===== config.mk =====
export PLATFORM = sky130hd
export DESIGN_NAME = ddr3_command_timing_guard
export DESIGN_NICKNAME = d
export VERILOG_FILES = /design/src/include/ddr3_timing_pkg.sv /design/src/hw/ddr3_command_timing_guard.sv
export SDC_FILE = /design/constraint.sdc
export NUM_CORES = 1
export LEC_CHECK = 0
export BUFFER_PORTS_ARGS = -buffer_cell sky130_fd_sc_hd__clkbuf_2
export CORE_ASPECT_RATIO = 1.25
export CORE_MARGIN = 2
export CORE_UTILIZATION = 28
export CTS_CLUSTER_SIZE = 12
export DETAILED_ROUTE_END_ITERATION = 12
export PLACE_DENSITY = 0.52
export SLEW_MARGIN = 5
export SYNTH_ARGS = -nofsm -noshare
export SYNTH_HDL_FRONTEND = slang
export SYNTH_SLANG_ARGS = --single-unit

===== constraint.sdc =====
create_clock -name clk -period 10.2 [get_ports clk]
set_input_delay 1.53 -clock clk [delete_from_list [all_inputs] [get_ports clk]]
set_output_delay 1.53 -clock clk [all_outputs]
set_load 0.005 [all_outputs]

===== src/include/ddr3_timing_pkg.sv =====
// Timing constants for the DDR3 command-spacing guard.
// Assumes one 50 MHz clock; ns limits round up to whole cycles.
`default_nettype none
package ddr3_timing_pkg;
  localparam int CLK_PERIOD_PS = 20000;
  localparam int CW = 10;
  localparam int BANKS = 8;
  localparam int BANK_W = 3;
  // Round-up conversion of picoseconds to cycles, at least the cycle floor
  function automatic int cyc(input int floor_nck, input int ps);
    int c;
    c = (ps + CLK_PERIOD_PS - 1) / CLK_PERIOD_PS;
    return (c > floor_nck) ? c : floor_nck;
  endfunction : cyc
  localparam int T_DLLK = 512;
  localparam int T_RTP_PS = 7500;
  localparam int T_WTR_PS = 7500;
  localparam int T_WR_PS = 15000;
  localparam int T_RP_PS = 13125;
  localparam int T_MOD_PS = 15000;
  localparam int T_RRD_PS = 10000;
  localparam int T_FAW_PS = 40000;
  localparam int T_RFC_PS = 110000;
  localparam int T_XPR_EXTRA_PS = 10000;
  localparam int T_CKSRE_PS = 10000;
  localparam int T_XP_PS = 7500;
  localparam int T_XPDLL_PS = 24000;
  localparam int T_CKE_PS = 7500;
  localparam int N_RTP = cyc(4, T_RTP_PS);
  localparam int N_WTR = cyc(4, T_WTR_PS);
  localparam int N_WR = cyc(1, T_WR_PS);
  localparam int N_DAL = N_WR + cyc(1, T_RP_PS);
  localparam int N_MRD = 4;
  localparam int N_MOD = cyc(12, T_MOD_PS);
  localparam int N_CCD = 4;
  localparam int N_RRD = cyc(4, T_RRD_PS);
  localparam int N_FAW = cyc(1, T_FAW_PS);
  localparam int N_XPR = cyc(5, T_RFC_PS + T_XPR_EXTRA_PS);
  localparam int N_ZQINIT = 512;
  localparam int N_ZQOPER = 256;
  localparam int N_ZQCS = 64;
  localparam int N_CKSRE = cyc(5, T_CKSRE_PS);
  localparam int N_XP = cyc(3, T_XP_PS);
  localparam int N_XPDLL = cyc(10, T_XPDLL_PS);
  localparam int N_CKE = cyc(3, T_CKE_PS);
  localparam int N_CKESR = N_CKE + 1;
  localparam int N_PDEN1 = 1;
  localparam int N_BURST8 = 4;
  localparam int N_BURST4 = 2;
  localparam int N_ODTH4 = 4;
  localparam int N_ODTH8 = 6;
  localparam int N_WLMRD = 40;
  localparam int N_WLDQSEN = 25;
  localparam logic [3:0] CL_DEFAULT = 4'h5;
  localparam logic [3:0] CWL_DEFAULT = 4'h5;
  typedef enum logic [3:0] {
    CMD_NOP, CMD_ACT, CMD_RD, CMD_RDA, CMD_WR, CMD_WRA, CMD_PRE, CMD_REF,
    CMD_MRS, CMD_ZQCL_INIT, CMD_ZQCL, CMD_ZQCS, CMD_SRE, CMD_SRX, CMD_PDE, CMD_PDX
  } cmd_e;
endpackage : ddr3_timing_pkg
`default_nettype wire


===== src/hw/ddr3_command_timing_guard.sv =====
// Host-side guard that spaces DDR3 commands and drives clock enable / ODT.
// Assumes a scheduler offers one command per cycle with a valid/ready handshake.
`timescale 1ns/1ns
`default_nettype none
module ddr3_command_timing_guard (
  input  wire logic                              clk,
  input  wire logic                              rst,
  input  wire logic                              cmd_valid,
  input  wire ddr3_timing_pkg::cmd_e             cmd_code,
  input  wire logic [ddr3_timing_pkg::BANK_W-1:0] cmd_bank,
  input  wire logic                              cmd_bc4,
  input  wire logic                              cmd_dll_frozen,
  input  wire logic                              cmd_needs_dll,
  input  wire logic                              wl_start,
  input  wire logic [3:0]                        read_latency,
  input  wire logic [3:0]                        write_latency,
  output logic                                   cmd_ready,
  output logic                                   cmd_issue,
  output ddr3_timing_pkg::cmd_e                  mem_cmd,
  output logic [ddr3_timing_pkg::BANK_W-1:0]     mem_bank,
  output logic                                   mem_cke,
  output logic                                   mem_odt,
  output logic                                   wl_strobe_ok,
  output logic                                   wl_driver_ok
);
  localparam int CW = ddr3_timing_pkg::CW;
  typedef logic [CW-1:0] cnt_t;

  // Global down-counters, one per constraint class
  cnt_t any_reg, dll_reg, mrd_reg, ccd_reg, rrd_reg, wtr_reg, pden_reg, cke_reg, odt_reg, wl_reg;
  cnt_t mod_reg;
  cnt_t rtp_reg [ddr3_timing_pkg::BANKS];
  cnt_t faw_reg [4];
  logic [1:0] faw_ptr_reg;
  logic cke_reg_q, sr_reg, pd_reg, odt_q;
  ddr3_timing_pkg::cmd_e mem_cmd_reg;
  logic [ddr3_timing_pkg::BANK_W-1:0] mem_bank_reg;

  function automatic cnt_t mx(input cnt_t a, input int b);
    return (a > cnt_t'(b)) ? a : cnt_t'(b);
  endfunction : mx
  function automatic cnt_t dec(input cnt_t a);
    return (a != '0) ? a - cnt_t'(1) : a;
  endfunction : dec
  // A gap of N loaded at the issue edge ends on the Nth edge after it
  function automatic logic fin(input cnt_t a);
    return a <= cnt_t'(1);
  endfunction : fin

  wire is_rd  = (cmd_code == ddr3_timing_pkg::CMD_RD) || (cmd_code == ddr3_timing_pkg::CMD_RDA);
  wire is_wr  = (cmd_code == ddr3_timing_pkg::CMD_WR) || (cmd_code == ddr3_timing_pkg::CMD_WRA);
  wire is_act = cmd_code == ddr3_timing_pkg::CMD_ACT;
  wire is_pre = cmd_code == ddr3_timing_pkg::CMD_PRE;
  wire is_mrs = cmd_code == ddr3_timing_pkg::CMD_MRS;
  wire is_pde = (cmd_code == ddr3_timing_pkg::CMD_PDE) || (cmd_code == ddr3_timing_pkg::CMD_SRE);
  wire is_pdx = (cmd_code == ddr3_timing_pkg::CMD_PDX) || (cmd_code == ddr3_timing_pkg::CMD_SRX);
  wire powered_down = sr_reg | pd_reg;

  // Each check passes on the edge its counter reaches zero
  wire ok_any  = fin(any_reg);
  wire ok_dll  = !cmd_needs_dll || fin(dll_reg);
  wire ok_mrs  = !is_mrs || fin(mrd_reg);
  wire ok_col  = !(is_rd || is_wr) || fin(ccd_reg);
  wire ok_wtr  = !is_rd || fin(wtr_reg);
  wire ok_rtp  = !is_pre || fin(rtp_reg[cmd_bank]);
  wire ok_act  = !is_act || (fin(rrd_reg) && fin(faw_reg[faw_ptr_reg]));
  wire ok_pde  = !is_pde || (fin(pden_reg) && fin(cke_reg));
  wire ok_pdx  = !is_pdx || fin(cke_reg);
  wire ok_odt  = fin(odt_reg) || !(is_pde);
  wire ok_state = powered_down ? is_pdx : !is_pdx;
  wire ok_mod  = is_mrs || fin(mod_reg);

  assign cmd_ready = ok_any & ok_dll & ok_mrs & ok_col & ok_wtr & ok_rtp & ok_act & ok_pde
                     & ok_pdx & ok_odt & ok_state & ok_mod;
  assign cmd_issue = cmd_valid & cmd_ready & (cmd_code != ddr3_timing_pkg::CMD_NOP);

  wire [CW-1:0] wr_burst = cmd_bc4 ? cnt_t'(ddr3_timing_pkg::N_BURST4)
                                   : cnt_t'(ddr3_timing_pkg::N_BURST8);
  wire [CW-1:0] wr_pden = cnt_t'(write_latency) + wr_burst + cnt_t'(
                 (cmd_code == ddr3_timing_pkg::CMD_WRA) ? ddr3_timing_pkg::N_DAL + 1
                                                        : ddr3_timing_pkg::N_WR);
  wire [CW-1:0] rd_pden = cnt_t'(read_latency) + cnt_t'(5);
  wire [CW-1:0] wr_wtr  = cnt_t'(write_latency) + wr_burst + cnt_t'(ddr3_timing_pkg::N_WTR);

  logic [CW-1:0] any_next;
  always_comb begin
    any_next = dec(any_reg);
    if (cmd_issue) begin
      case (cmd_code)
        ddr3_timing_pkg::CMD_MRS:       any_next = mx(any_next, ddr3_timing_pkg::N_MRD);
        ddr3_timing_pkg::CMD_ZQCL_INIT: any_next = mx(any_next, ddr3_timing_pkg::N_ZQINIT);
        ddr3_timing_pkg::CMD_ZQCL:      any_next = mx(any_next, ddr3_timing_pkg::N_ZQOPER);
        ddr3_timing_pkg::CMD_ZQCS:      any_next = mx(any_next, ddr3_timing_pkg::N_ZQCS);
        ddr3_timing_pkg::CMD_SRX:       any_next = mx(any_next, ddr3_timing_pkg::N_XPR);
        ddr3_timing_pkg::CMD_PDX:       any_next = mx(any_next, ddr3_timing_pkg::N_XP);
        default:                        any_next = any_next;
      endcase
    end
  end

  always_ff @(posedge clk) begin
    if (rst) begin
      any_reg <= cnt_t'(ddr3_timing_pkg::N_XPR);
      dll_reg <= '0;
      mrd_reg <= '0;
      mod_reg <= '0;
      ccd_reg <= '0;
      rrd_reg <= '0;
      wtr_reg <= '0;
      pden_reg <= '0;
      cke_reg <= cnt_t'(ddr3_timing_pkg::N_CKSRE);
      odt_reg <= '0;
      faw_ptr_reg <= '0;
      sr_reg <= 1'b0;
      pd_reg <= 1'b0;
      cke_reg_q <= 1'b1;
      odt_q <= 1'b0;
      mem_cmd_reg <= ddr3_timing_pkg::CMD_NOP;
      mem_bank_reg <= '0;
    end else begin
      any_reg <= any_next;
      // A pending MRS blocks other commands for the update delay
      mrd_reg <= (cmd_issue && is_mrs) ? cnt_t'(ddr3_timing_pkg::N_MRD) : dec(mrd_reg);
      mod_reg <= (cmd_issue && is_mrs) ? cnt_t'(ddr3_timing_pkg::N_MOD) : dec(mod_reg);
      dll_reg <= (cmd_issue && cmd_code == ddr3_timing_pkg::CMD_SRX) ? cnt_t'(ddr3_timing_pkg::T_DLLK)
               : (cmd_issue && cmd_code == ddr3_timing_pkg::CMD_PDX && cmd_dll_frozen)
                 ? cnt_t'(ddr3_timing_pkg::N_XPDLL) : dec(dll_reg);
      ccd_reg <= (cmd_issue && (is_rd || is_wr)) ? cnt_t'(ddr3_timing_pkg::N_CCD) : dec(ccd_reg);
      rrd_reg <= (cmd_issue && is_act) ? cnt_t'(ddr3_timing_pkg::N_RRD) : dec(rrd_reg);
      wtr_reg <= (cmd_issue && is_wr) ? wr_wtr : dec(wtr_reg);
      if (cmd_issue && is_act)
        faw_ptr_reg <= faw_ptr_reg + 2'h1;
      if (cmd_issue && (is_act || is_pre || cmd_code == ddr3_timing_pkg::CMD_REF))
        pden_reg <= mx(dec(pden_reg), ddr3_timing_pkg::N_PDEN1);
      else if (cmd_issue && is_rd)
        pden_reg <= mx(dec(pden_reg), int'(rd_pden));
      else if (cmd_issue && is_wr)
        pden_reg <= mx(dec(pden_reg), int'(wr_pden));
      else if (cmd_issue && is_mrs)
        pden_reg <= mx(dec(pden_reg), ddr3_timing_pkg::N_MOD);
      else
        pden_reg <= dec(pden_reg);
      if (cmd_issue && (is_pde || is_pdx)) begin
        cke_reg_q <= is_pdx;
        cke_reg <= cnt_t'((cmd_code == ddr3_timing_pkg::CMD_SRE) ? ddr3_timing_pkg::N_CKESR
                                                                 : ddr3_timing_pkg::N_CKE);
      end else begin
        cke_reg <= dec(cke_reg);
      end
      if (cmd_issue && cmd_code == ddr3_timing_pkg::CMD_SRE)
        sr_reg <= 1'b1;
      else if (cmd_issue && cmd_code == ddr3_timing_pkg::CMD_SRX)
        sr_reg <= 1'b0;
      if (cmd_issue && cmd_code == ddr3_timing_pkg::CMD_PDE)
        pd_reg <= 1'b1;
      else if (cmd_issue && cmd_code == ddr3_timing_pkg::CMD_PDX)
        pd_reg <= 1'b0;
      // ODT raised with each write, held for the burst-dependent minimum
      if (cmd_issue && is_wr) begin
        odt_q <= 1'b1;
        odt_reg <= cnt_t'(cmd_bc4 ? ddr3_timing_pkg::N_ODTH4 : ddr3_timing_pkg::N_ODTH8);
      end else begin
        odt_reg <= dec(odt_reg);
        if (odt_reg <= cnt_t'(1))
          odt_q <= 1'b0;
      end
      mem_cmd_reg <= cmd_issue ? cmd_code : ddr3_timing_pkg::CMD_NOP;
      mem_bank_reg <= cmd_issue ? cmd_bank : mem_bank_reg;
    end
  end

  // Per-bank read/write-to-precharge spacing
  genvar b;
  generate
    for (b = 0; b < ddr3_timing_pkg::BANKS; b++) begin : g_bank
      wire hit = cmd_issue && (cmd_bank == (ddr3_timing_pkg::BANK_W)'(b));
      always_ff @(posedge clk) begin
        if (rst)
          rtp_reg[b] <= '0;
        else if (hit && is_rd)
          rtp_reg[b] <= mx(dec(rtp_reg[b]), ddr3_timing_pkg::N_RTP);
        else if (hit && is_wr)
          rtp_reg[b] <= mx(dec(rtp_reg[b]), int'(wr_burst) + int'(write_latency)
                           + ddr3_timing_pkg::N_WR);
        else
          rtp_reg[b] <= dec(rtp_reg[b]);
      end
    end
  endgenerate

  // Oldest of the last four activates must have aged out
  genvar f;
  generate
    for (f = 0; f < 4; f++) begin : g_faw
      always_ff @(posedge clk) begin
        if (rst)
          faw_reg[f] <= '0;
        else if (cmd_issue && is_act && faw_ptr_reg == 2'(f))
          faw_reg[f] <= cnt_t'(ddr3_timing_pkg::N_FAW);
        else
          faw_reg[f] <= dec(faw_reg[f]);
      end
    end
  endgenerate

  // Write-leveling gate counter
  always_ff @(posedge clk) begin
    if (rst)
      wl_reg <= '0;
    else if (wl_start)
      wl_reg <= cnt_t'(ddr3_timing_pkg::N_WLMRD);
    else
      wl_reg <= dec(wl_reg);
  end
  assign wl_strobe_ok = (wl_reg == '0);
  assign wl_driver_ok = (wl_reg <= cnt_t'(ddr3_timing_pkg::N_WLMRD - ddr3_timing_pkg::N_WLDQSEN));

  assign mem_cmd  = mem_cmd_reg;
  assign mem_bank = mem_bank_reg;
  assign mem_cke  = cke_reg_q;
  assign mem_odt  = odt_q;
endmodule : ddr3_command_timing_guard
`default_nettype wire


==> metrics, run 1 <==
CP Class in2out; total negative setup slack 0 ns; critical path startpoint category input port; number of DRC markers in iteration 0 814; Vias/cell 5.14; total I/O pin count 35; Synth Flop Type dfxtp_1; Mapped Cells 1970; CP Capture Type output port; Leak Pwr 7.21 nW; maximum fanout along the worst path 9; GPL Wtd Cong 0.879; clk buf depth 3; non-filler cells, final 2848; final antenna-violating net count 0; CTS tree done; commonest non-fill, non-tap cell in the layout nor2_1; worst hold stages 2; post-place setup slack 4.33 ns; synthesized flop and latch total 245; DRT Pass-1 Iters 7; first-pass GRT wire length 72200 um; WHS 0.456 ns; Setup WS post-layout 4.20 ns; initial antenna violation count 0; Core Box Area 58500 sq um; type of the most critical hold path reg2reg; worst-skew pair later-pin latency 0.58 ns; Fmax 167 MHz; Post-Synthesis Mean Instance Area 8.43 sq um; layout cells sized above 1 6.50%; worst-margin pin slew 1.13 ns; R2R Setup Slk 5.33 ns; post-synthesis sequential area ratio 36.8%; largest net degree at the start of global routing 56; Die Y 276 um; Critical Path AT 4.47 ns; min cycle time layout 6.00 ns; final clock skew 0.0280 ns; std cell rows 99; crit path from cmd_bank[0]; Largest register FFs 80; MaxCap Viol Count 0; RSZ-0062 raised after global routing false; PD cells 229 nW/um^2; Inst Count DP 2793; result of the run completed; cell area after layout 18900 sq um; final hold violations 0; global route overflow 0; FF-to-FF path depth 8; # nets final 2192; r2r endpoint faw_reg[2][4]; dpl cell area 17900 sq um; hold path startpoint mem_bank[1]; Max-slew headroom 24.7%; final setup fails 0; CTS Sinks 245; GR Util All Layers 14.2%; clock transition at the registers of the reported paths 0.06 ns; Detailed Place HPWL 33200 um; pins over their slew limit 0; CTS Hold Bufs 0; Routed wire per std cell 15.7 um; FFs w/ async S/R, synth 0%; EDFF count, synth 120; # Post-CTS Setup Buffers 0; Routed WL 44700 um; Initial Util 28.4%; clk root buf clkbuf_16; htree depth 1; CTS buffer count 30; vias in the first global route 14000; Ys Warns 0; die width 222 um; post-layout util 32.3%; Tcrit/Tclk final 58.8%; Area Growth Syn to Fin 13.6%; total power after layout 4.33 mW; Distinct cells, synth 84; Cell Area, Synth 16600 sq um; Endpoint, Worst Hold mem_bank[1]; peak supply drop 0.155 mV; PostCTS Resize Cnt 0; I/O Buffers 34; vias 14636; DRC 0; most frequent cells in the layout nor2_1, nand2_1, dfxtp_1, edfxtp_1, nor3_1; Die Area 61300 sq um; Worst R2R Start rtp_reg[2][3]; Worst EP required 8.67 ns; Inserted Diodes 0
## worst max path at each step
| stage | to | slack (ns) |
|---|---|---|
| after global placement | cmd_issue | 4.32 |
| after CTS | cmd_issue | 4.31 |
| final | cmd_issue | 4.20 |
| after detailed placement | cmd_issue | 4.33 |
| after floorplan | cmd_issue | 5.01 |
| after global routing | cmd_issue | 4.02 |
## where the power goes
part | internal, mW | switching, mW | leakage, nW | total, mW
sequential | 1.29 | 0.220 | 2.31 | 1.51
combinational | 0.737 | 1.03 | 4.43 | 1.76
clock | 0.621 | 0.440 | 0.470 | 1.06
## layer usage
metal / vias to the layer above / share of wire (%) / track usage, %
li1: 7307 / - / -
met1: 6933 / 43 / 16.9
met2: 310 / 49 / 25.4
met3: 86 / 4.7 / 2.27
met4: 0 / 3.5 / 5.47
met5: - / 0 / 0
## final cells by class
cell class	instances	area, sq um
Inverter	98	368
Clock buffer	42	837
Timing Repair Buffer	48	278
Fill cell	6199	39600
Tap cell	757	947
Sequential cell	245	6110
Multi-Input combinational cell	1645	10200
Clock inverter	13	128
## synthesized netlist by cell type, types with 8 or more instances
cell type | instances | share of area (%)
or4_1 | 17 | 0.77
buf_2 | 12 | 0.36
a31oi_1 | 20 | 0.75
a21o_1 | 13 | 0.59
nor3b_1 | 19 | 0.86
or3_1 | 34 | 1.3
nand3b_1 | 10 | 0.45
o21a_1 | 21 | 0.95
mux2_2 | 8 | 0.54
inv_1 | 97 | 2.2
o21ai_0 | 82 | 2.5
nor2b_1 | 26 | 0.98
o2111ai_1 | 8 | 0.42
nand3_1 | 70 | 2.1
nand2_1 | 159 | 3.6
nand2b_1 | 20 | 0.75
mux2i_1 | 29 | 1.7
ha_1 | 99 | 7.5
dfxtp_1 | 125 | 15
o22ai_1 | 22 | 0.83
a211oi_1 | 17 | 0.77
o31ai_1 | 22 | 0.99
nor2_1 | 282 | 6.4
nor4_1 | 47 | 1.8
o211ai_1 | 8 | 0.36
nor4b_1 | 8 | 0.42
and2_1 | 11 | 0.41
clkbuf_1 | 44 | 0.99
and3_1 | 16 | 0.60
xor2_1 | 46 | 2.4
edfxtp_1 | 120 | 22
nor3_1 | 116 | 3.5
or2_2 | 10 | 0.38
nand4_1 | 18 | 0.68
a21oi_1 | 110 | 3.3
xnor2_1 | 88 | 4.6
## cells by family (layout without fill, tap and decap cells)
| group | Yosys count | in the layout | synth area share (%) |
|---|---|---|---|
| simple gates | 895 | 895 | 26.9 |
| buf+inv | 159 | 201 | 3.73 |
| compound gates | 397 | 397 | 15.4 |
| mux | 37 | 37 | 2.29 |
| fa+ha+maj | 102 | 102 | 7.82 |
| flops | 245 | 245 | 36.8 |
| other cells | 1 | 80 | 0.0226 |
| xor+xnor | 134 | 134 | 7.07 |
## worst max-delay path, stage by stage
cell and delay [ns]:
clkbuf_2 0.18, inv_1 0.13, or4_1 0.54, a311oi_1 0.55, a211oi_1 0.31, nor4_2 0.36, buf_4 0.21, nand2_1 0.14
clkinv_1 0.31, clkbuf_2 0.18
No activity file was read; power rests on OpenSTA's default activity.
==> inputs of run 2 (changes only) <==
==> constraint.sdc (replaced) <==
create_clock -name clk -period 5.65 [get_ports clk]
set_input_delay 0.8475 -clock clk [delete_from_list [all_inputs] [get_ports clk]]
set_output_delay 0.8475 -clock clk [all_outputs]
set_load 0.005 [all_outputs]
==> run 2 against run 1 <==
  * Non-clock buffer count rose by 12
  * Worst setup slack lost 3.1 ns
  * Via count increased by 0.99%
  * Flip-flop and latch count stayed put
  * Sequential share of layout area is 0.14 points lower
  * Global-route usage is 0.43 points higher
  * Clock-buffer cell count grew 3
  * Critical path depth is 4 higher
  * Critical path type is now reg2reg
  * Critical endpoint is now pden_reg[4]
==> metrics, run 2 (synthesis results as in run 1) <==
worst-skew pair later-pin latency 0.58 ns (about the same); # Post-CTS Setup Buffers 0 (unchanged); dpl cell area 18000 sq um (+0.50%); vias 14781 (+0.99%); std cell rows 99 (unchanged); worst hold stages 2 (unchanged); GPL Wtd Cong 0.848 (-3.5%); number of DRC markers in iteration 0 727 (-11%); htree depth 1 (unchanged); CTS tree done; GR Util All Layers 14.6% (+0.43 points); Initial Util 28.4% (unchanged); FF-to-FF path depth 14 (+6); CTS Sinks 245 (unchanged); clk buf depth 3 (unchanged); Routed wire per std cell 15.9 um (+1.4%); I/O Buffers 34 (unchanged); die width 222 um (unchanged); Leak Pwr 7.29 nW (+1.1%); clock transition at the registers of the reported paths 0.06 ns (about the same); Tcrit/Tclk final 81.0%; r2r endpoint pden_reg[4]; Endpoint, Worst Hold mem_odt; CTS Hold Bufs 0 (unchanged); Inserted Diodes 0 (unchanged); total negative setup slack 0 ns (unchanged); CP Class reg2reg; final antenna-violating net count 0 (unchanged); final setup fails 0 (unchanged); Routed WL 45600 um (+1.9%); Largest register FFs 80 (unchanged); peak supply drop 0.277 mV (+78%); Cell Chain, Critical Path inv_1 > ha_1 > nor3b_1 > nand3_1 > a21oi_1 > ha_1 > nor2b_1 > o21a_1 > o21ai_0 > a21oi_1 > nor3_1 > nand3_1 > or3_1 > o211ai_1; MaxCap Viol Count 0 (unchanged); maximum fanout along the worst path 7 (-2); layout cells sized above 1 7.37% (+0.86 points); Core Box Area 58500 sq um (unchanged); cell area after layout 19000 sq um (+0.44%); CP bufs+invs 1 (-4); result of the run completed; type of the most critical hold path reg2reg; # nets final 2204 (+0.55%); DRC 0 (unchanged); DRT Pass-1 Iters 5 (-2); CP Capture Type register; CP delay by family, top simple AND/OR/NAND/NOR gates; first-pass GRT wire length 74500 um (+3.3%); Fmax 219 MHz; min cycle time layout 4.57 ns; Die Y 276 um (unchanged); slowest stage delay, CP 0.66 ns (+0.11 ns); clk root buf clkbuf_16; Max-slew headroom 24.6% (-0.029 points); RSZ-0062 raised after global routing false; R2R Setup Slk 1.08 ns (-4.25 ns); PD cells 412 nW/um^2 (+79%); most frequent cells in the layout nor2_1, nand2_1, dfxtp_1, edfxtp_1, nor3_1; critical path startpoint category register; Die Area 61300 sq um (unchanged); Detailed Place HPWL 33700 um (+1.4%); pins over their slew limit 0 (unchanged); Worst R2R Start pden_reg[0]; largest net degree at the start of global routing 58 (+3.6%); PostCTS Resize Cnt 0 (unchanged); global route overflow 0 (unchanged); Critical-path top delay cell nor3_1; worst-margin pin slew 1.13 ns (+0.000438 ns); final hold violations 0 (unchanged); initial antenna violation count 1 (+1); hold path startpoint mem_odt; Area Growth Syn to Fin 14.1%; final clock skew 0.0216 ns (-0.00639 ns); Vias/cell 5.17 (+0.53%); commonest non-fill, non-tap cell in the layout nor2_1; vias in the first global route 14754 (+5.4%); Critical Path AT 5.07 ns (+0.60 ns); CTS buffer count 30 (unchanged); total I/O pin count 35 (unchanged); Worst EP required 6.14 ns (-2.53 ns)
-- run 2: area by class of cell --
cell class              instances  area, sq um
clock inverters                11         55.1
multi-input cells            1645        10200
inverters                      98          368
repair buffers                 60          368
clock buffers                  45          902
fillers                      6150        39500
well taps                     757          947
flip-flops and latches        245         6110
-- run 2: metrics by stage --
stage               util [%]  instances  hold WS (ns)  power [mW]  setup WS (ns)
floorplan                  -       2049         0.448        5.18           1.32
finish                  32.4       2861         0.453        7.80           1.08
CTS                     32.4       2861         0.459        7.87          0.987
global placement        30.8       2805         0.457        5.84           1.10
detailed placement      30.8       2805         0.451        5.93           1.07
global route            32.4       2861         0.488        8.46          0.660
-- run 2: how the worst max path moves through the flow --
| stage | startpoint | end | cells past startpoint |
|---|---|---|---|
| finish | pden_reg[0] | pden_reg[4] | 14 |
| global route | pden_reg[0] | pden_reg[4] | 14 |
| CTS | rtp_reg[0][7] | cmd_issue | 9 |
| detailed placement | cmd_code[2] | pden_reg[4] | 19 |
| global placement | pden_reg[0] | pden_reg[4] | 14 |
| floorplan | cmd_code[2] | pden_reg[4] | 18 |
-- run 2: tightest hold or removal path, cell delays in order, from the launching register on --
cell	delay, ns
dfxtp_1	0.31
nand2_1	0.05
a21oi_1	0.05
-- run 2: routing by layer --
metal | part of all wire, % | GRT usage (%) | vias to the layer above
met2 | 49 | 26.0 | 312
li1 | - | - | 7336
met1 | 44 | 17.8 | 7039
met3 | 3.9 | 2.00 | 92
met4 | 3.4 | 5.61 | 2
met5 | 0.029 | 0 | -
-- run 2: where the power goes --
part | internal, mW | total, mW | switching, mW
Combinational | 1.33 | 3.20 | 1.86
Clock | 1.09 | 1.89 | 0.791
Sequential | 2.32 | 2.72 | 0.398
Total | 4.75 | 7.80 | 3.05
==> inputs of run 3 (changes only) <==
--- a/config.mk
+++ b/config.mk
@@ -5,13 +5,14 @@
 export SDC_FILE = /design/constraint.sdc
 export NUM_CORES = 1
 export LEC_CHECK = 0
+export ABC_AREA = 1
 export BUFFER_PORTS_ARGS = -buffer_cell sky130_fd_sc_hd__clkbuf_2
 export CORE_ASPECT_RATIO = 1.25
 export CORE_MARGIN = 2
 export CORE_UTILIZATION = 28
 export CTS_CLUSTER_SIZE = 12
 export DETAILED_ROUTE_END_ITERATION = 12
-export PLACE_DENSITY = 0.52
+export PLACE_DENSITY = 0.53
 export SLEW_MARGIN = 5
 export SYNTH_ARGS = -nofsm -noshare
 export SYNTH_HDL_FRONTEND = slang
==> constraint.sdc (replaced) <==
create_clock -name clk -period 4.2 [get_ports clk]
set_input_delay 0.63 -clock clk [delete_from_list [all_inputs] [get_ports clk]]
set_output_delay 0.63 -clock clk [all_outputs]
set_load 0.005 [all_outputs]
==> run 3 against run 2 <==
  * Critical path depth is 3 lower
  * Worst hold slack got worse by 0.082 ns
  * Combinational power up 48%
  * Die area rose by 4.9%
  * Register-to-register slack got worse by 0.51 ns
  * Sequential share of layout area shrank 1.9 points
  * Power is 43% higher
==> metrics, run 3 <==
total I/O pin count 35 (unchanged); first-pass GRT wire length 75400 um (+1.1%); Vias/cell 4.53 (-12%); R2R Setup Slk 0.57 ns (-0.51 ns); Largest register FFs 80 (unchanged); DRC 0 (unchanged); maximum fanout along the worst path 13 (+6); # Post-CTS Setup Buffers 0 (unchanged); Max-slew headroom 51.9% (+27 points); r2r endpoint rtp_reg[1][2]; worst-skew pair later-pin latency 0.55 ns (-0.03 ns); vias in the first global route 15346 (+4.0%); Routed WL 46300 um (+1.7%); CP Class reg2out; hold path startpoint wl_start; Post-Synthesis Mean Instance Area 7.05 sq um (-16%); critical path startpoint category register; Setup WS post-layout 0.456 ns (-0.621 ns); worst hold stages 3 (+1); Worst EP required 3.57 ns (-2.57 ns); Synth Flop Type dfxtp_1; most frequent cells in the layout nand2_1, nor2_1, inv_1, nand3_1, a21oi_1; Cell Area, Synth 17400 sq um (+5.0%); clock transition at the registers of the reported paths 0.05 ns (about the same); Critical-path top delay cell edfxtp_1; Ys Warns 0 (unchanged); Routed wire per std cell 13.3 um (-16%); global route overflow 0 (unchanged); layout cells sized above 1 7.83% (+0.46 points); main area contributors after synthesis edfxtp_1, dfxtp_1, nand2_1; Die Y 283 um (+2.4%); RSZ-0062 raised after global routing false; CP bufs+invs 3 (+2); final setup fails 0 (unchanged); CP delay by family, top simple AND/OR/NAND/NOR gates; synthesized flop and latch total 245 (unchanged); CTS buffer count 34 (+13%); initial antenna violation count 0 (-1); min cycle time layout 3.74 ns; Endpoint, Worst Hold wl_reg[5]; Initial Util 28.2% (-0.18 points); CTS Sinks 245 (unchanged); PD cells 554 nW/um^2 (+35%); commonest non-fill, non-tap cell in the layout nand2_1; final clock skew 0.0238 ns (+0.00217 ns); Fmax 267 MHz; peak supply drop 0.374 mV (+35%); result of the run completed; total negative setup slack 0 ns (unchanged); htree depth 2 (+1); PostCTS Resize Cnt 0 (unchanged); Distinct cells, synth 59 (-30%); dominant cell type by area after synthesis edfxtp_1; largest net degree at the start of global routing 51 (-12%); most common cell in the synthesized netlist nand2_1; MaxCap Viol Count 0 (unchanged); type of the most critical hold path in2reg; CTS tree done; Die Area 64300 sq um (+4.9%); number of DRC markers in iteration 0 876 (+20%); final hold violations 0 (unchanged); post-synthesis sequential area ratio 35.0% (-1.7 points); die width 227 um (+2.4%); pins over their slew limit 0 (unchanged); CTS Hold Bufs 0 (unchanged); slowest stage delay, CP 0.41 ns (-0.25 ns); clk root buf clkbuf_16; top cells by count, synth nand2_1, nor2_1, inv_1; Detailed Place HPWL 35600 um (+5.6%); worst-margin pin slew 0.715 ns (-0.413 ns); Area Growth Syn to Fin 15.4%; Tcrit/Tclk final 89.2%; final antenna-violating net count 0 (unchanged); Leak Pwr 9.27 nW (+27%); Critical Path AT 3.11 ns (-1.96 ns); Worst R2R Start rtp_reg[1][0]; GPL Wtd Cong 0.883 (+4.1%); Mapped Cells 2473 (+26%); Core Box Area 61800 sq um (+5.6%); vias 15762 (+6.6%); std cell rows 102 (+3.0%); Cell Chain, Critical Path nor3_2 > nand3_1 > a21oi_1 > nand2_1 > nand2_1 > nand2_1 > nand2_2 > nand3_4 > inv_2 > buf_4 > clkbuf_2; CP Capture Type output port; area share of the largest cell type after synthesis 20.7% (-1.0 points); most frequent CP cell nand2_1; FF-to-FF path depth 23 (+9); FFs w/ async S/R, synth 0% (unchanged); I/O Buffers 34 (unchanged); GR Util All Layers 14.4% (-0.17 points); DRT Pass-1 Iters 6 (+1); clk buf depth 3 (unchanged); post-place setup slack 0.418 ns (-0.654 ns); # nets final 2745 (+25%); EDFF count, synth 120 (unchanged)
run 3: cell types whose count changed in the layout (fill, tap and decap cells not counted), sizes merged, moves of 52 or more:
cell   delta
nor3     -56
nand3   +101
xnor2    -52
inv     +277
nor2    +145
nand2   +337
run 3: worst min-delay path, delay by kind of cell:
kind	cells	cell delay (ns)
buffers and inverters	2	0.15
AOI/OAI and AO/OA	1	0.07
run 3: final cells by class:
type / count / area [sq um]
repair buffers: 51 / 310
inverters: 375 / 1410
clock buffers: 50 / 991
flip-flops and latches: 245 / 6110
fillers: 6792 / 41600
well taps: 832 / 1040
diodes: 2 / 5.00
multi-input cells: 1914 / 10100
clock inverters: 10 / 119
run 3: power by group:
group          internal, mW  switching [mW]
clock                  1.76            1.13
sequential             3.12           0.402
combinational          1.76            2.98
run 3: cells by family after synthesis:
group	share of synthesized area, %
AND/OR/NAND/NOR	31.7
buffers and inverters	8.53
AO/OA/AOI/OAI	11.1
flip-flops	35.0
XOR/XNOR	6.18
adder cells (fa/ha/maj)	7.45
other	0.0215
run 3: how the worst max path moves through the flow:
stage,from,endpoint,cells after the start
final,rtp_reg[3][7],cmd_issue,11
after global routing,rtp_reg[1][0],rtp_reg[1][2],22
after CTS,rtp_reg[3][7],cmd_issue,11
after detailed placement,cmd_code[0],pden_reg[0],21
after global placement,cmd_code[0],pden_reg[3],21
after floorplan,cmd_bc4,rtp_reg[0][3],16
run 3: metal layers:
metal	global-route usage, %	up-vias	share of wire (%)
met5	0	-	0
met4	5.11	0	2.6
met3	1.80	68	3.9
met2	25.5	224	49
met1	17.9	7143	44
li1	-	8327	-
run 3: metrics by stage:
step	instance area, sq um	std cells	power, mW	utilization, %	hold slack [ns]
global route	20100	3477	12.2	32.6	0.388
global placement	19000	3417	8.29	30.8	0.449
CTS	20100	3477	11.3	32.6	0.341
floorplan	17700	2552	7.20	-	0.439
finish	20100	3479	11.1	32.6	0.371
detailed placement	19000	3417	8.29	30.8	0.455
